<file path="config.mk">
export PLATFORM = sky130hd
export DESIGN_NAME = parallel_flash_write_erase_sequencer
export DESIGN_NICKNAME = d
export VERILOG_FILES = /design/src/logic/flash_pkg.sv /design/src/logic/dq_sync.sv /design/src/logic/parallel_flash_write_erase_sequencer.sv
export VERILOG_INCLUDE_DIRS = /design/src /design/src/logic
export SDC_FILE = /design/constraint.sdc
export NUM_CORES = 1
export LEC_CHECK = 0
export BUFFER_PORTS_ARGS = -buffer_cell sky130_fd_sc_hd__buf_4
export CORE_UTILIZATION = 52
export CTS_CLUSTER_SIZE = 30
export DETAILED_ROUTE_END_ITERATION = 7
export PLACE_DENSITY = 0.73
export SLEW_MARGIN = 0
export SYNTH_ARGS = -nofsm -noshare
export SYNTH_HDL_FRONTEND = slang
export SYNTH_SLANG_ARGS = --single-unit
</file>
<file path="constraint.sdc">
create_clock -name clock -period 3.19 [get_ports clock]
set_clock_uncertainty 0.05 [all_clocks]
set_input_delay 0.4785 -clock clock [delete_from_list [all_inputs] [get_ports clock]]
set_output_delay 0.4785 -clock clock [all_outputs]
set_load 0.01 [all_outputs]
</file>
<file path="src/logic/flash_consts.svh">
// timing, code and geometry constants for the flash host sequencer
`ifndef FLASH_CONSTS_SVH
`define FLASH_CONSTS_SVH

`define ADDR_W 18
`define DATA_W 16

`define CLK_PERIOD_NS 50
`define WE_LOW_NS 100
`define WE_HIGH_NS 100
`define ACCESS_NS 100
`define WE_LOW_CYC ((`WE_LOW_NS + `CLK_PERIOD_NS - 1) / `CLK_PERIOD_NS)
`define WE_HIGH_CYC ((`WE_HIGH_NS + `CLK_PERIOD_NS - 1) / `CLK_PERIOD_NS)
`define ACCESS_CYC ((`ACCESS_NS + `CLK_PERIOD_NS - 1) / `CLK_PERIOD_NS)
`define SYNC_LAT_CYC 4
`define READ_CYC (1 + `ACCESS_CYC + `SYNC_LAT_CYC)

`define PROG_TIME_US 40
`define PROG_TIMEOUT_CYC ((`PROG_TIME_US * 1000) / `CLK_PERIOD_NS)
`define DATA_VALID_US 1
`define SETTLE_CYC \
  ((`DATA_VALID_US * 1000 + `CLK_PERIOD_NS - 1) / `CLK_PERIOD_NS)
`define ERASE_TIMEOUT_CYC 32'd4000000

`define PROG_CYCLES 4
`define ERASE_CYCLES 6
`define SECTOR_ERASE_CODE 16'h0030
`define BLOCK_ERASE_CODE 16'h0050
`define CHIP_ERASE_CODE 16'h0010
`define CHIP_ERASE_ADDR 18'h05555
`define SECTOR_WORDS_LOG2 11
`define BLOCK_WORDS_LOG2 15
`define ERASED_WORD 16'hffff
`define INV_STATUS_BIT 7
`define ALT_STATUS_BIT 6

`endif

</file>
<file path="src/logic/flash_pkg.sv">
// types shared by the flash host sequencer
`include "flash_consts.svh"
package flash_pkg;

  typedef enum logic [2:0] {
    op_read    = 3'h0,
    op_program = 3'h1,
    op_sector  = 3'h2,
    op_block   = 3'h3,
    op_chip    = 3'h4
  } op_e;

  typedef enum logic [2:0] {
    st_idle   = 3'h0,
    st_wsetup = 3'h1,
    st_wlow   = 3'h2,
    st_whigh  = 3'h3,
    st_read   = 3'h4,
    st_settle = 3'h5
  } ctl_state_e;

  typedef enum logic [1:0] {
    rd_user   = 2'h0,
    rd_pre    = 2'h1,
    rd_poll   = 2'h2,
    rd_verify = 2'h3
  } purpose_e;

  typedef enum logic [1:0] {
    status_ok         = 2'h0,
    status_timeout    = 2'h1,
    status_not_erased = 2'h2
  } status_e;

  typedef struct packed {
    ctl_state_e          st;
    op_e                 op;
    purpose_e            why;
    logic [2:0]          idx;
    logic [7:0]          cnt;
    logic [31:0]         tmr;
    logic [`ADDR_W-1:0]  taddr;
    logic [`DATA_W-1:0]  wdata;
    logic [`DATA_W-1:0]  rdata;
    logic                prev_ok;
    logic                prev6;
    logic                vn;
    logic                vfail;
    logic                ce_n;
    logic                oe_n;
    logic                we_n;
    logic                dq_oe;
    logic [`ADDR_W-1:0]  addr;
    logic [`DATA_W-1:0]  dq_out;
    logic                resp_valid;
    status_e             status;
  } host_state_s;

  typedef struct packed {
    logic [`DATA_W-1:0] s1;
    logic [`DATA_W-1:0] s2;
    logic [`DATA_W-1:0] s3;
    logic [`DATA_W-1:0] q;
  } sync_state_s;

endpackage

</file>
<file path="src/logic/dq_sync.sv">
// three-stage synchroniser for the flash data pins
`timescale 1ns/1ps
`default_nettype none
`include "flash_consts.svh"
module dq_sync (
  input  wire logic               clock,
  input  wire logic               nrst,
  input  wire logic [`DATA_W-1:0] pin_in,
  output logic      [`DATA_W-1:0] level
);

  flash_pkg::sync_state_s s;
  flash_pkg::sync_state_s next_s;
  logic [`DATA_W-1:0]     agree;

  // a bit moves only when stages two and three agree
  always_comb begin
    agree    = ~(s.s2 ^ s.s3);
    next_s   = s;
    next_s.s1 = pin_in;
    next_s.s2 = s.s1;
    next_s.s3 = s.s2;
    next_s.q  = (s.s2 & agree) | (s.q & ~agree);
  end

  always_ff @(posedge clock) begin
    if (!nrst) begin
      s <= '0;
    end else begin
      s <= next_s;
    end
  end

  assign level = s.q;

endmodule
`default_nettype wire

</file>
<file path="src/logic/parallel_flash_write_erase_sequencer.sv">
// host sequencer driving an asynchronous x16 parallel nor flash
// Function
// RULE1: write strobe low only with select low
// RULE2: address stable before strobe falls
// RULE3: data held past strobe rising edge
// RULE4: read with select, output enable low
// RULE5: program: three unlock cycles, then word
// RULE6: program finishes within forty microseconds
// RULE7: program only words still erased; code refuses only a word with a zero bit where the new data has a one
// RULE8: no commands during internal program
// RULE9: only status reads while busy
// RULE10: sector erase: six cycles, code, sector
// RULE11: block erase: six cycles, code, block
// RULE12: erase address and code on pulse six
// RULE13: no commands during sector, block erase
// RULE14: chip erase: code at fixed address
// RULE15: chip erase starts on sixth rising edge
// RULE16: polling starts after launching strobe edge
// RULE17: program: bit seven inverted until done
// RULE18: full word valid one microsecond later
// RULE19: erase: bit seven zero until done
// RULE20: polling valid after final cycle's rise
// RULE21: confirm completion with two more reads
// RULE22: alternating bit stops when done
// RULE23: bad unlock cycle aborts to read
// RULE24: unlock addresses and data are parameters
// RULE25: idle reads return stored word
`timescale 1ns/1ps
`default_nettype none
`include "flash_consts.svh"
module parallel_flash_write_erase_sequencer #(
  parameter logic [31:0]               erase_timeout_cycles =
    `ERASE_TIMEOUT_CYC,
  parameter logic [2:0][`ADDR_W-1:0]   prog_unlock_addr = '0,
  parameter logic [2:0][`DATA_W-1:0]   prog_unlock_data = '0,
  parameter logic [4:0][`ADDR_W-1:0]   erase_unlock_addr = '0,
  parameter logic [4:0][`DATA_W-1:0]   erase_unlock_data = '0
) (
  input  wire logic                clock,
  input  wire logic                nrst,
  input  wire logic                cmd_valid,
  output logic                     cmd_ready,
  input  wire flash_pkg::op_e      cmd_op,
  input  wire logic [`ADDR_W-1:0]  cmd_addr,
  input  wire logic [`DATA_W-1:0]  cmd_wdata,
  output logic                     resp_valid,
  output flash_pkg::status_e       resp_status,
  output logic      [`DATA_W-1:0]  resp_rdata,
  output logic                     busy,
  output logic                     flash_ce_n,
  output logic                     flash_oe_n,
  output logic                     flash_we_n,
  output logic      [`ADDR_W-1:0]  flash_addr,
  output logic      [`DATA_W-1:0]  flash_dq_out,
  output logic                     flash_dq_oe,
  input  wire logic [`DATA_W-1:0]  flash_dq_in
);

  localparam logic [7:0]  we_low_cyc  = 8'(`WE_LOW_CYC);
  localparam logic [7:0]  we_high_cyc = 8'(`WE_HIGH_CYC);
  localparam logic [7:0]  read_cyc    = 8'(`READ_CYC);
  localparam logic [7:0]  settle_cyc  = 8'(`SETTLE_CYC);
  localparam logic [31:0] prog_limit  = 32'(`PROG_TIMEOUT_CYC);
  localparam logic [2:0]  prog_last   = 3'(`PROG_CYCLES - 1);
  localparam logic [2:0]  erase_last  = 3'(`ERASE_CYCLES - 1);
  localparam logic [`ADDR_W-1:0] sector_mask =
    ~((`ADDR_W'(1) << `SECTOR_WORDS_LOG2) - `ADDR_W'(1));
  localparam logic [`ADDR_W-1:0] block_mask =
    ~((`ADDR_W'(1) << `BLOCK_WORDS_LOG2) - `ADDR_W'(1));

  flash_pkg::host_state_s s;
  flash_pkg::host_state_s next_s;
  logic [`DATA_W-1:0]     level;
  logic                   is_prog;
  logic [2:0]             last_idx;
  logic [31:0]            limit;
  logic [`DATA_W-1:0]     expect_word;
  logic                   bit7_ok;
  logic                   is_write;

  dq_sync u_sync (
    .clock  (clock),
    .nrst   (nrst),
    .pin_in (flash_dq_in),
    .level  (level)
  );

  // address of bus cycle idx of the command sequence
  function automatic logic [`ADDR_W-1:0] seq_addr(
    input flash_pkg::op_e     op,
    input logic [2:0]         idx,
    input logic [`ADDR_W-1:0] ta
  );
    if (op == flash_pkg::op_program) begin
      seq_addr = (idx == prog_last) ? ta : prog_unlock_addr[idx]; // [RULE5]
    end else if (idx != erase_last) begin
      seq_addr = erase_unlock_addr[idx]; // [RULE24]
    end else if (op == flash_pkg::op_sector) begin
      seq_addr = ta & sector_mask; // [RULE10]
    end else if (op == flash_pkg::op_block) begin
      seq_addr = ta & block_mask; // [RULE11]
    end else begin
      seq_addr = `CHIP_ERASE_ADDR; // [RULE14]
    end
  endfunction

  // data word of bus cycle idx of the command sequence
  function automatic logic [`DATA_W-1:0] seq_data(
    input flash_pkg::op_e     op,
    input logic [2:0]         idx,
    input logic [`DATA_W-1:0] wd
  );
    if (op == flash_pkg::op_program) begin
      seq_data = (idx == prog_last) ? wd : prog_unlock_data[idx]; // [RULE5]
    end else if (idx != erase_last) begin
      seq_data = erase_unlock_data[idx]; // [RULE24]
    end else if (op == flash_pkg::op_sector) begin
      seq_data = `SECTOR_ERASE_CODE; // [RULE10]
    end else if (op == flash_pkg::op_block) begin
      seq_data = `BLOCK_ERASE_CODE; // [RULE11]
    end else begin
      seq_data = `CHIP_ERASE_CODE; // [RULE14]
    end
  endfunction

  always_comb begin
    is_prog     = (s.op == flash_pkg::op_program);
    last_idx    = is_prog ? prog_last : erase_last;
    limit       = is_prog ? prog_limit : erase_timeout_cycles; // [RULE6]
    expect_word = is_prog ? s.wdata : `ERASED_WORD;
    bit7_ok     = is_prog
      ? (level[`INV_STATUS_BIT] == s.wdata[`INV_STATUS_BIT]) // [RULE17]
      : level[`INV_STATUS_BIT]; // [RULE19]
    next_s            = s;
    next_s.resp_valid = 1'b0;
    next_s.cnt        = s.cnt + 8'd1;
    next_s.tmr        = s.tmr + 32'd1;
    case (s.st)
      flash_pkg::st_idle: begin
        if (cmd_valid) begin
          next_s.op      = cmd_op;
          next_s.taddr   = cmd_addr;
          next_s.wdata   = cmd_wdata;
          next_s.idx     = 3'h0;
          next_s.cnt     = 8'h00;
          next_s.prev_ok = 1'b0;
          case (cmd_op)
            flash_pkg::op_read: begin
              next_s.st  = flash_pkg::st_read; // [RULE25]
              next_s.why = flash_pkg::rd_user;
            end
            flash_pkg::op_program: begin
              next_s.st  = flash_pkg::st_read; // [RULE7]
              next_s.why = flash_pkg::rd_pre;
            end
            default: begin
              next_s.st = flash_pkg::st_wsetup;
            end
          endcase
        end
      end
      flash_pkg::st_wsetup: begin
        next_s.st  = flash_pkg::st_wlow; // [RULE2]
        next_s.cnt = 8'h00;
      end
      flash_pkg::st_wlow: begin
        if (s.cnt == we_low_cyc - 8'd1) begin
          next_s.st  = flash_pkg::st_whigh; // [RULE3]
          next_s.cnt = 8'h00;
        end
      end
      flash_pkg::st_whigh: begin
        if (s.cnt == we_high_cyc - 8'd1) begin
          next_s.cnt = 8'h00;
          if (s.idx == last_idx) begin
            // launch done: poll from the final rising edge on
            next_s.st  = flash_pkg::st_read; // [RULE16] [RULE20] [RULE15]
            next_s.why = flash_pkg::rd_poll; // [RULE12]
            next_s.tmr = 32'h0;
          end else begin
            next_s.idx = s.idx + 3'h1;
            next_s.st  = flash_pkg::st_wsetup;
          end
        end
      end
      flash_pkg::st_read: begin
        if (s.cnt == read_cyc) begin
          next_s.cnt   = 8'h00;
          next_s.rdata = level;
          case (s.why)
            flash_pkg::rd_pre: begin
              if (|(~level & s.wdata)) begin
                next_s.st         = flash_pkg::st_idle; // [RULE7]
                next_s.resp_valid = 1'b1;
                next_s.status     = flash_pkg::status_not_erased;
              end else begin
                next_s.st = flash_pkg::st_wsetup;
              end
            end
            flash_pkg::rd_poll: begin
              next_s.prev_ok = 1'b1;
              next_s.prev6   = level[`ALT_STATUS_BIT];
              if (bit7_ok && s.prev_ok &&
                  level[`ALT_STATUS_BIT] == s.prev6) begin // [RULE22]
                next_s.st = flash_pkg::st_settle; // [RULE18]
              end else if (s.tmr >= limit) begin
                next_s.st         = flash_pkg::st_idle;
                next_s.resp_valid = 1'b1;
                next_s.status     = flash_pkg::status_timeout;
              end
            end
            flash_pkg::rd_verify: begin
              if (!s.vn) begin
                next_s.vn    = 1'b1; // [RULE21]
                next_s.vfail = (level != expect_word);
              end else if (s.vfail || level != expect_word) begin
                next_s.why     = flash_pkg::rd_poll; // [RULE21]
                next_s.prev_ok = 1'b0;
              end else begin
                next_s.st         = flash_pkg::st_idle;
                next_s.resp_valid = 1'b1;
                next_s.status     = flash_pkg::status_ok;
              end
            end
            default: begin
              next_s.st         = flash_pkg::st_idle;
              next_s.resp_valid = 1'b1;
              next_s.status     = flash_pkg::status_ok;
            end
          endcase
        end
      end
      flash_pkg::st_settle: begin
        if (s.cnt == settle_cyc - 8'd1) begin
          next_s.st    = flash_pkg::st_read; // [RULE18]
          next_s.why   = flash_pkg::rd_verify;
          next_s.cnt   = 8'h00;
          next_s.vn    = 1'b0;
          next_s.vfail = 1'b0;
        end
      end
      default: begin
        next_s.st = flash_pkg::st_idle;
      end
    endcase
    // pins follow the next state so they leave flip-flops
    is_write = next_s.st inside {flash_pkg::st_wsetup, flash_pkg::st_wlow,
                                 flash_pkg::st_whigh};
    next_s.ce_n  = !(is_write || next_s.st == flash_pkg::st_read);
    next_s.we_n  = (next_s.st != flash_pkg::st_wlow); // [RULE1]
    // output enable held high one cycle per read: turnaround, toggling
    next_s.oe_n  = !(next_s.st == flash_pkg::st_read &&
                     next_s.cnt != 8'h00); // [RULE4] [RULE9]
    next_s.dq_oe = is_write; // [RULE4]
    next_s.addr  = is_write
      ? seq_addr(next_s.op, next_s.idx, next_s.taddr) : next_s.taddr;
    next_s.dq_out = seq_data(next_s.op, next_s.idx, next_s.wdata);
  end

  always_ff @(posedge clock) begin
    if (!nrst) begin
      s      <= '0;
      s.ce_n <= 1'b1;
      s.oe_n <= 1'b1;
      s.we_n <= 1'b1;
    end else begin
      s <= next_s;
    end
  end

  assign cmd_ready    = (s.st == flash_pkg::st_idle); // [RULE8] [RULE13]
  assign busy         = (s.st != flash_pkg::st_idle);
  assign resp_valid   = s.resp_valid;
  assign resp_status  = s.status;
  assign resp_rdata   = s.rdata;
  assign flash_ce_n   = s.ce_n;
  assign flash_oe_n   = s.oe_n;
  assign flash_we_n   = s.we_n;
  assign flash_addr   = s.addr;
  assign flash_dq_out = s.dq_out;
  assign flash_dq_oe  = s.dq_oe;
endmodule
`default_nettype wire

</file>
==> metrics list, run 1 <==
* Setup TNS: 0 ps
- Final cycle utilization of the critical path: between 90% and 100%
- The clock drives 210 sinks.
* Buffers on Ports: around 110
- Dividing the detail-routed wire length by the instance count gives 14.59 µm.
* Internal reg-to-reg setup slack: 220 ps
* Synth Flop Type: sky130_fd_sc_hd__dfxtp_1
* Fraction of layout instances using a drive strength above 1: between 15 and 20%
- Cell count after synthesis: 1,002
* Vias per inst: 5.335
- The number of nets in the synthesized netlist is 1,065.
- By instance count, the leading cell after synthesis is sky130_fd_sc_hd__dfxtp_1.
- Worst endpoint data arrival time: around 3300 ps
* Total CTS buffers: 22
- For this run, the total global-route usage over all layers was measured as 21.62%.
- For this run, the detailed router's first-pass iteration total came to 5.
- After detailed routing, the total wire length is 18.96 mm.
* Unique masters post-synth: 76
- Areal power density over the cells: 569.9 mW/mm²
- Maximum capacitance violations: 0
- The worst hold path belongs to the class primary input to register.
- The repair_antennas step left the layout with diodes totalling 0.
- Chip Width: 132.4 µm
* Half-perimeter wire length after placement: 13.19 mm
* Fin crit period: 2975 ps
- Slowest cell on the critical path: sky130_fd_sc_hd__or3b_2
- Relative slew slack: 60.93%
- CTS tree: done
- Across the VDD grid, the largest voltage drop is around 0.48 mV.
- The critical path in this run is classified as register to register.
* Number of levels in the clock H-tree: 1
- Post-placement cell area: 0.009549 mm²
- I/O Pins: 115
- The synthesized design contains 0 enable-type register cells.
- After detailed routing, the number of remaining DRC violations is 0.
- In this run, synthesis produced a sequential element count of 210.
- Routed via count: between 6,000 and 7,000
- Result of the run: finished clean
- Cell types with the largest area share after synthesis: sky130_fd_sc_hd__dfxtp_1 (48%), sky130_fd_sc_hd__nand2_1 (7.0%), sky130_fd_sc_hd__a21oi_1 (4.8%)
- In the synthesized netlist the async set-or-reset flop fraction comes to 0%.
- For this block, the initial DRC count from the detailed router was around 400.
* Static Leak: 3.989 nW
- Cts hold-fix bufs: 0
* Root Driver: sky130_fd_sc_hd__clkbuf_16
- In the synthesized netlist, the cells that appear most often are sky130_fd_sc_hd__dfxtp_1 (210), sky130_fd_sc_hd__nand2_1 (164), sky130_fd_sc_hd__a21oi_1 (84).
- Y dimension of the die: 132.4 µm
* Clock input transition at the sequential cells of the worst setup and hold paths: 60 ps
- CP endpoint kind: register
- The biggest area contributor in the post-synthesis netlist is sky130_fd_sc_hd__dfxtp_1.
- The area growth from synthesis to layout is 16.20%.
* Largest stage delay on the critical path: 490 ps
- The core region is 0.01658 mm².
- Max Clk Rate: 336.2 MHz
* Total Nets Final: 1,129
* First-pass GRT wire length: 31.37 mm
* Total overflow reported by the global router: 0
* Std cell rows: between 40 and 50
- Routability-driven placement finished with a final weighted congestion of 0.8700.
- The initial antenna violation count is 0.
- The clock reaches the later pin of the worst-skew pair after a little over 500 ps.
- Critical path required time: 3510 ps
- Pin count of the biggest net entering global routing: 63
- Setup violations remaining at the end of the flow were counted as 0.
* Antenna Nets Post-Route: 0
- Netlist area before placement: 0.008837 mm²
- Worst hold-check slack: between 100 and 150 ps
- Maximum fanout encountered on the critical timing path: 9
- Setup repair after global routing left no endpoint under its margin.
- The die covers 0.01752 mm².
- The count of endpoints failing hold in the final timing report came to 0.
- Design Area, Final: 0.01027 mm²
- During synthesis, Yosys emitted a total of 0 warnings.
* Actual transition at the worst max-transition pin: 580.7 ps
- Share of the yosys chip area belonging to registers: between 40% and 50%
- Post-CTS Setup Bufs: 0
* Initial cell density of the core: 53.29%
- Ordered cell list for the critical path: ha_1 > or3b_2 > or3_4 > nor4b_4 > mux2_4 > and4bb_4 > o41ai_2 > a21oi_1
- The number of global-route vias before repair is 6,510.
- Mean post-synth cell area: slightly below 9 µm²
- Max Slew Vio Count: 0
- The number of gates resized after CTS was 0.
* Area share of the largest cell type after synthesis: 47.57%
* Crit path launch type: register
- Number of buffers on the longest clock path: 3
power by group:
group	leakage (nW)	switching (mW)	internal (mW)
logic	1.94	0.324	0.247
registers	1.71	0.0675	2.73
clock network	0.343	1.02	1.47
total	3.99	1.41	4.44
path summary, 6_finish.rpt:
path,cells past startpoint,from,endpoint
worst max-delay path,8,s[127],flash_addr[12]
worst min-delay path,2,flash_dq_in[9],u_sync.next_s[41]
worst max register to register,8,s[127],flash_addr[12]
worst min register to register,1,u_sync.next_s[46],u_sync.next_s[30]
layout by cell type, fill, tap and decap left out, types with 15 or more instances in the layout:
cell | netlist | layout
sky130_fd_sc_hd__or3_1 | 15 | 15
sky130_fd_sc_hd__o21ai_0 | 40 | 40
sky130_fd_sc_hd__xnor2_1 | 22 | 22
sky130_fd_sc_hd__nor2_1 | 66 | 66
sky130_fd_sc_hd__buf_4 | 52 | 135
sky130_fd_sc_hd__nand2_1 | 164 | 164
sky130_fd_sc_hd__inv_1 | 17 | 17
sky130_fd_sc_hd__clkbuf_16 | 0 | 22
sky130_fd_sc_hd__xor2_1 | 17 | 17
sky130_fd_sc_hd__nand3_1 | 23 | 23
sky130_fd_sc_hd__dfxtp_1 | 210 | 210
sky130_fd_sc_hd__a21oi_1 | 84 | 84
sky130_fd_sc_hd__and2_1 | 64 | 64
layer usage:
| metal | track usage [%] | share of wire, % | vias to the layer above | wire length [µm] |
|---|---|---|---|---|
| li1 | - | - | 3502 | - |
| met1 | 27.84 | 45 | 3239 | 8577 |
| met2 | 37.25 | 49 | 155 | 9201 |
| met3 | 3.191 | 3.7 | 34 | 705 |
| met4 | 6.705 | 2.5 | 0 | 472 |
| met5 | 0 | 0 | - | 0 |
registers in the layout, summed over array words and instances, names as in the netlist, named ones only:
signal / count
flash_addr: 18
flash_ce_n: 1
flash_dq_oe: 1
flash_dq_out: 16
flash_oe_n: 1
flash_we_n: 1
resp_rdata: 16
resp_status: 2
resp_valid: 1
s: 89
u_sync.next_s: 32
u_sync.s: 16
per-stage QoR:
step | setup slack [ps] | instances | util (%) | power, mW
6_report | 215.2 | 1299 | 61.92 | 5.852
5_1_grt | 39.45 | 1299 | 61.92 | 6.060
4_1_cts | 109.8 | 1299 | 61.88 | 5.883
3_5_place_dp | 121.2 | 1262 | 57.58 | 3.415
3_3_place_gp | 217.4 | 1262 | 57.58 | 3.410
2_1_floorplan | 320.9 | 1002 | - | 3.214
worst max-delay path: cells and delay by family, from the launching register on:
| family | cells | cell delay, ps |
|---|---|---|
| compound gates | 2 | 470 |
| fa+ha+maj | 1 | 160 |
| mux | 1 | 340 |
| flops | 1 | 390 |
| simple gates | 4 | 1450 |
cells by family after synthesis:
| group | synth area share [%] |
|---|---|
| AOI/OAI and AO/OA | 14.48 |
| xor gates and xnor gates | 3.865 |
| adders and majority gates | 0.9910 |
| buffers and inverters | 7.334 |
| DFF | 47.57 |
| muxes | 1.090 |
| and+or+nand+nor | 24.66 |
cell type report:
class / count / area, µm²
fill: 1459 / 6315
clock inverter: 6 / 77.57
clock buffer: 31 / 634.4
timing repair buffer: 135 / 1013
multi-input combinational: 678 / 3993
inverter: 19 / 71.32
tap: 220 / 275.3
sequential: 210 / 4204
Power figures use the tool's default switching activity.
==> run 2, diff against run 1 <==
SLEW_MARGIN = 20   (was 0)
clock period = 3.5 ns   (was 3.19 ns; I/O delays follow)
==> metrics list, run 2 (synthesized netlist as in run 1, its figures left out) <==
- Result of the run: finished clean (unchanged)
- I/O Pins: 115 (unchanged)
- The average via count per standard cell came to 5.368 (was 5.335).
- The transition time at the pin with the least slew margin is 771.1 ps (was 580.7 ps).
* Most common cell after layout, fill and taps aside: sky130_fd_sc_hd__dfxtp_1 (unchanged)
* Commonest cells after routing, fill and taps aside: sky130_fd_sc_hd__dfxtp_1 (210), sky130_fd_sc_hd__nand2_1 (164), sky130_fd_sc_hd__buf_4 (130) (was sky130_fd_sc_hd__dfxtp_1 (210), sky130_fd_sc_hd__nand2_1 (164), sky130_fd_sc_hd__buf_4 (135))
* Worst hold-check slack: 173.9 ps (was 123.0 ps)
* Antenna Nets Post-Route: 0 (unchanged)
- Clock input transition at the sequential cells of the worst setup and hold paths: 60 ps (about the same)
- CP endpoint kind: register (unchanged)
- Fraction of layout instances using a drive strength above 1: 18.22% (was 18.44%)
* Half-perimeter wire length after placement: 13.00 mm (was 13.19 mm)
- R2r endpoint: flash_addr[17] (was flash_addr[12])
* Post-Place Setup Slack: 372.1 ps (was 121.2 ps)
* Number of setup violations in the final report: 0 (unchanged)
- The count of clock tree sinks is 210 (unchanged).
- Setup repair after global routing missed its margin: false (unchanged)
- Fill cell count: 1,438 (was 1,459)
* Areal power density over the cells: 526.6 mW/mm² (was 569.9 mW/mm²)
* Peak VDD IR: 0.3581 mV (was 0.4768 mV)
- Iteration-0 DRC count of the detailed router: 425 (was 397)
- Pin count of the biggest net entering global routing: 63 (unchanged)
- The die span in x came to 132.4 µm (unchanged).
- Classification of the worst-slack hold path: primary input to register (unchanged)
- Drt wl/cell: 14.57 µm (was 14.59 µm)
* Maximum capacitance violations: 0 (unchanged)
- The final total negative setup slack came to 0 ps (unchanged).
* Worst setup path endpoint: flash_addr[17] (was flash_addr[12])
- Cts hold-fix bufs: 0 (unchanged)
- The post-detailed-routing wire length is 18.88 mm (was 18.96 mm).
- Buffers on Ports: 114 (unchanged)
* Register share of total power: 47.2% (was 47.7%)
* Die Footprint: 0.01752 mm² (unchanged)
* Internal reg-to-reg setup slack: 360 ps (was 220 ps)
- The timing-limited maximum frequency was 318.8 MHz (was 336.2 MHz).
- Number of buffers on the longest clock path: 3 (unchanged)
- Worst Reg-to-Reg Cells: 8 (unchanged)
- The power share of the clock group is 43.4% (was 42.5%).
- Worst endpoint data arrival time: 3460 ps (was 3290 ps)
- The master cell of the clock root buffer is sky130_fd_sc_hd__clkbuf_16 (unchanged).
- The post-synthesis to final-layout area growth was 16.03% (was 16.20%).
- The switching share of power was 23.93% (was 24.04%).
- The global-route wire length before repair is 31.12 mm (was 31.37 mm).
- Slack of the critical path: 362.9 ps (was 215.2 ps)
- Maximum fanout encountered on the critical timing path: 24 (was 9)
* Via count of the first global-routing pass: 6,356 (was 6,510)
- The global-route congestion overflow total came to 0 (unchanged).
- Routability-driven placement congestion ratio: 0.8549 (was 0.8700)
- The detailed-route via count came to 6,957 (was 6,930).
- Worst Setup SP: s[127] (unchanged)
* Relative slew slack: 48.52% (was 60.93%)
* Number of antenna violations at the first check in global routing: 0 (unchanged)
- The start-to-end type of the worst setup path was register to register (unchanged).
- Number of diodes: 0 (unchanged)
- Initial cell density of the core: 53.29% (unchanged)
- The combined global-route utilization of all metal layers came to 21.49% (was 21.62%).
* Number of flip-flops in the largest register: 89 (unchanged)
- Y dimension of the die: 132.4 µm (unchanged)
* Net Sw Power: 1.292 mW (was 1.407 mW)
- The H-tree depth is 1 (unchanged).
- Static Leak: 3.961 nW (was 3.989 nW)
- Fin crit period: 3137 ps (was 2975 ps)
* Combinational share of power: 9.4% (was 9.8%)
* Total core area: 0.01658 mm² (unchanged)
* Largest register by flop count: s (unchanged)
* Worst skew pair latency: 510 ps (about the same)
- Total CTS buffers: 22 (unchanged)
- The post-cts repair resize count was 0 (unchanged).
- The iteration count of the initial detailed-routing pass came to 5 (unchanged).
- The post-detailed-route DRC marker count was 0 (unchanged).
* Final cycle utilization of the critical path: 89.63% (was 93.25%)
- The CTS tree was done (unchanged).
* Max Slew Vio Count: 0 (unchanged)
* Post-CTS Setup Bufs: 0 (unchanged)
- The count of endpoints failing hold in the final timing report is 0 (unchanged).
- The beginning of the worst register-to-register path is s[127] (unchanged).
* Final cell utilization of the core: 61.83% (was 61.92%)
* Total Nets Final: 1,124 (was 1,129)
* Internal Power: 4.107 mW (was 4.445 mW)
- The data required time at the worst endpoint came to 3830 ps (was 3510 ps).
- Std cell rows: 47 (unchanged)
- Crit path launch type: register (unchanged)
-- run 2: cell count changes in the layout (fill, tap and decap cells not counted), moves of 2 or more --
cell,delta
sky130_fd_sc_hd__clkbuf_8,-4
sky130_fd_sc_hd__clkinv_2,+2
sky130_fd_sc_hd__buf_4,-5
sky130_fd_sc_hd__bufinv_16,+2
sky130_fd_sc_hd__clkinvlp_4,+4
-- run 2: power groups by stage --
stage                     clock network (mW)  logic (mW)  registers, mW
final                                   2.34       0.510           2.55
after global routing                    2.49       0.563           2.56
after CTS                               2.39       0.510           2.55
after detailed placement                   0       0.507           2.60
after global placement                     0       0.501           2.60
after floorplan                            0       0.350           2.58
-- run 2: per-layer routing --
layer  GRT usage [%]  vias up  share of wire [%]
met5               0        -                  0
met4           4.853        0                1.7
met3           2.960       33                5.5
met2           36.67      193                 48
met1           28.82     3232                 44
li1                -     3499                  -
-- run 2: through the flow --
stage,total power [mW],cells,instance area [µm²]
after global placement,3.096,1257,9512
after floorplan,2.930,1002,8837
after detailed placement,3.105,1257,9512
after CTS,5.443,1296,10250
after global routing,5.605,1296,10250
final,5.400,1296,10250
-- run 2: critical path: stages, from the launching register on --
cell	delay (ps)
sky130_fd_sc_hd__dfxtp_1	390
sky130_fd_sc_hd__ha_1	160
sky130_fd_sc_hd__or3b_2	500
sky130_fd_sc_hd__or3_4	410
sky130_fd_sc_hd__nor4b_4	290
sky130_fd_sc_hd__mux2_4	340
sky130_fd_sc_hd__and4bb_4	290
sky130_fd_sc_hd__nor3_4	460
sky130_fd_sc_hd__a21boi_1	130
-- run 2: worst min path at each step --
stage / to / cells past startpoint / slack (ps) / startpoint
final: u_sync.next_s[43] / 2 / 170 / flash_dq_in[11]
after global routing: u_sync.next_s[41] / 2 / 180 / flash_dq_in[9]
after CTS: u_sync.next_s[43] / 2 / 160 / flash_dq_in[11]
after detailed placement: u_sync.next_s[29] / 1 / 370 / u_sync.next_s[45]
after global placement: u_sync.next_s[29] / 1 / 360 / u_sync.next_s[45]
after floorplan: u_sync.next_s[16] / 1 / 360 / u_sync.next_s[32]
-- run 2: area by class of cell --
cell class	instances	area, µm²	area share [%]
Clock buffer	26	575.6	5.613
Multi-Input combinational cell	678	3985	38.87
Clock inverter	13	166.4	1.623
Inverter	19	71.32	0.6955
Timing Repair Buffer	130	975.9	9.518
Tap cell	220	275.3	2.685
Sequential cell	210	4204	41.00
==> run 3, diff against run 2 <==
REMOVE_ABC_BUFFERS = 1   (was unset)
SLEW_MARGIN = unset   (was 20)
==> metrics list, run 3 (synthesized netlist as in run 1, its figures left out) <==
- The master cell of the clock root buffer is sky130_fd_sc_hd__clkbuf_16 (unchanged).
- The critical path's top delay family is simple AND/OR/NAND/NOR gates (unchanged).
- Routed via count: 6,979 (was 6,957)
* Max Slew Vio Count: 0 (unchanged)
- Register share of total power: 45.6% (was 47.2%)
- Crit path launch type: register (unchanged)
- CP endpoint kind: register (unchanged)
- The placeable core region is 0.01658 mm² (unchanged).
- Result of the run: finished clean (unchanged)
- Maximum capacitance violations: 0 (unchanged)
* R2r endpoint: flash_addr[13] (was flash_addr[17])
- The maximum resistive drop on vdd came to 0.3037 mV (was 0.3581 mV).
- The DRC marker count from the first detailed-route iteration is 416 (was 425).
- TritonRoute pass-1 iters: 5 (unchanged)
* Final-report hold violation count: 0 (unchanged)
* Setup TNS: 0 ps (unchanged)
- The buffer count from post-CTS setup fixing is 0 (unchanged).
- The count of clock tree sinks is 210 (unchanged).
* Y dimension of the die: 132.4 µm (unchanged)
- The H-tree depth came to 1 (unchanged).
* Most common cell after layout, fill and taps aside: sky130_fd_sc_hd__dfxtp_1 (unchanged)
- The worst hold path startpoint is flash_dq_in[9] (was flash_dq_in[11]).
* Final cycle utilization of the critical path: 90.30% (was 89.63%)
- Crit Reg-Reg Startpoint: s[127] (unchanged)
- Worst endpoint data arrival time: 3480 ps (was 3460 ps)
- The number of buffer and inverter stages on the critical path is 0 (unchanged).
- Antenna Nets Post-Route: 0 (unchanged)
- The starting utilization of the core area came to 53.29% (unchanged).
- The number of nets at the end of the flow came to 1,123 (was 1,124).
- The CTS buffer count was 22 (unchanged).
- Vias per inst: 5.385 (was 5.368)
- Buffers on Ports: 114 (unchanged)
- Internal Power: 4.277 mW (was 4.107 mW)
- Critical path required time: 3820 ps (was 3830 ps)
* Via count of the first global-routing pass: 6,636 (was 6,356)
- The worst min-delay path class is primary input to register (unchanged).
- The CTS tree is done (unchanged).
* Max Clk Rate: 316.4 MHz (was 318.8 MHz)
- Fill cell count: 1,433 (was 1,438)
- First-pass GRT wire length: 32.30 mm (was 31.12 mm)
- The transition time at the pin with the least slew margin came to 952.3 ps (was 771.1 ps).
- The floorplan row count came to 47 (unchanged).
* Number of setup violations in the final report: 0 (unchanged)
- Number of flip-flops in the largest register: 89 (unchanged)
- The combinational share of power came to 9.1% (was 9.4%).
- Net Sw Power: 1.320 mW (was 1.292 mW)
- The area of the multi-input gates is 0.003985 mm² (unchanged).
- Internal reg-to-reg setup slack: 340 ps (was 360 ps)
- The post-cts repair resize count came to 0 (unchanged).
- Fraction of layout instances using a drive strength above 1: 18.40% (was 18.22%)
- Cts hold-fix bufs: 0 (unchanged)
* Clock input transition at the sequential cells of the worst setup and hold paths: 60 ps (about the same)
* Commonest cells after routing, fill and taps aside: sky130_fd_sc_hd__dfxtp_1 (210), sky130_fd_sc_hd__nand2_1 (164), sky130_fd_sc_hd__buf_4 (129) (was sky130_fd_sc_hd__dfxtp_1 (210), sky130_fd_sc_hd__nand2_1 (164), sky130_fd_sc_hd__buf_4 (130))
* Number of buffers on the longest clock path: 3 (unchanged)
* Final cell utilization of the core: 62.16% (was 61.83%)
- The number of cells on the worst reg-to-reg path is 8 (unchanged).
- Static Leak: 3.996 nW (was 3.961 nW)
- The storage element area was 0.004204 mm² (unchanged).
* Die Footprint: 0.01752 mm² (unchanged)
* Slowest cell on the critical path: sky130_fd_sc_hd__or3b_2 (unchanged)
- The power density of the placed cells came to 542.9 mW/mm² (was 526.6 mW/mm²).
- The final antenna diode count was 0 (unchanged).
- The die span in x was 132.4 µm (unchanged).
- Half-perimeter wire length after placement: 13.41 mm (was 13.00 mm)
- Count of cells along the worst hold path: 2 (unchanged)
- Total Wirelength: 19.84 mm (was 18.88 mm)
* Pin count of the biggest net entering global routing: 37 (was 63)
* Setup repair after global routing missed its margin: false (unchanged)
- Area growth from synthesis to layout: 16.65% (was 16.03%)
* Drt wl/cell: 15.31 µm (was 14.57 µm)
* CP Class: register to register (unchanged)
- Largest register by flop count: s (unchanged)
- Fin crit period: 3160 ps (was 3137 ps)
- The worst slew margin relative to its limit was 36.22% (was 48.52%).
- The initial antenna violation count came to 0 (unchanged).
- Worst skew pair latency: 500 ps (was 510 ps)
* Proportion of total power due to net switching: 23.58% (was 23.93%)
* Largest stage delay on the critical path: 500 ps (about the same)
* I/O Pins: 115 (unchanged)
- Total overflow reported by the global router: 0 (unchanged)
- The global placer's final weighted congestion came to 0.8655 (was 0.8549).
- Hold-critical path endpoint: u_sync.next_s[41] (was u_sync.next_s[43])
- The largest fanout on the critical path was 24 (unchanged).
- All-Layer GR Usage: 22.38% (was 21.49%)
* Ordered cell list for the critical path: ha_1 > or3b_2 > or3_4 > nor4b_4 > mux2_4 > and4bb_4 > nor3_4 > a21boi_1 (unchanged)
- The post-detailed-route DRC marker count is 0 (unchanged).
- Clock group share of total power: 45.3% (was 43.4%)
[run 3: worst max-delay path by stage]
stage	start	end	cells after the start
floorplan	s[127]	flash_addr[12]	8
global placement	s[127]	flash_addr[13]	8
detailed placement	s[127]	flash_addr[16]	8
CTS	s[127]	flash_addr[13]	8
global route	s[127]	flash_addr[12]	8
finish	s[127]	flash_addr[13]	8
[run 3: layout make-up]
| cell class | instances | area share (%) |
|---|---|---|
| inverter | 19 | 0.6918 |
| multi-input combinational | 678 | 38.66 |
| tap | 220 | 2.670 |
| clock inverter | 12 | 1.651 |
| clock buffer | 28 | 6.154 |
| sequential | 210 | 40.78 |
| timing repair buffer | 129 | 9.394 |
[run 3: through the flow]
step                cell area, µm²  hold slack, ps  worst slack, ps  instances  power (mW)
global placement              9504           365.3            383.6       1256       3.097
floorplan                     8260           361.8            586.3        907       2.881
detailed placement            9504           370.9            336.5       1256       3.109
global route                 10310           170.9            159.7       1296       5.795
CTS                          10310           169.4            340.5       1296       5.631
finish                       10310           177.8            339.6       1296       5.597
[run 3: power groups by stage]
stage / clock network (mW) / logic [mW] / registers (mW)
after detailed placement: 0 / 0.506 / 2.60
after global routing: 2.67 / 0.563 / 2.56
after floorplan: 0 / 0.282 / 2.60
final: 2.54 / 0.509 / 2.55
after CTS: 2.57 / 0.511 / 2.55
after global placement: 0 / 0.498 / 2.60
[run 3: layer usage]
layer  routed length, µm  global-route usage [%]  part of all wire, %
met3                 950                   3.576                  4.8
met4                 418                   6.450                  2.1
met2                9560                   38.39                   48
met5                   0                       0                    0
met1                8913                   28.98                   45
[run 3: worst reg2reg max path: stages, from the launching register on]
cell                       delay (ps)
sky130_fd_sc_hd__dfxtp_1          390
sky130_fd_sc_hd__ha_1             160
sky130_fd_sc_hd__or3b_2           500
sky130_fd_sc_hd__or3_4            410
sky130_fd_sc_hd__nor4b_4          280
sky130_fd_sc_hd__mux2_4           330
sky130_fd_sc_hd__and4bb_4         300
sky130_fd_sc_hd__nor3_4           480
sky130_fd_sc_hd__a21boi_1         140
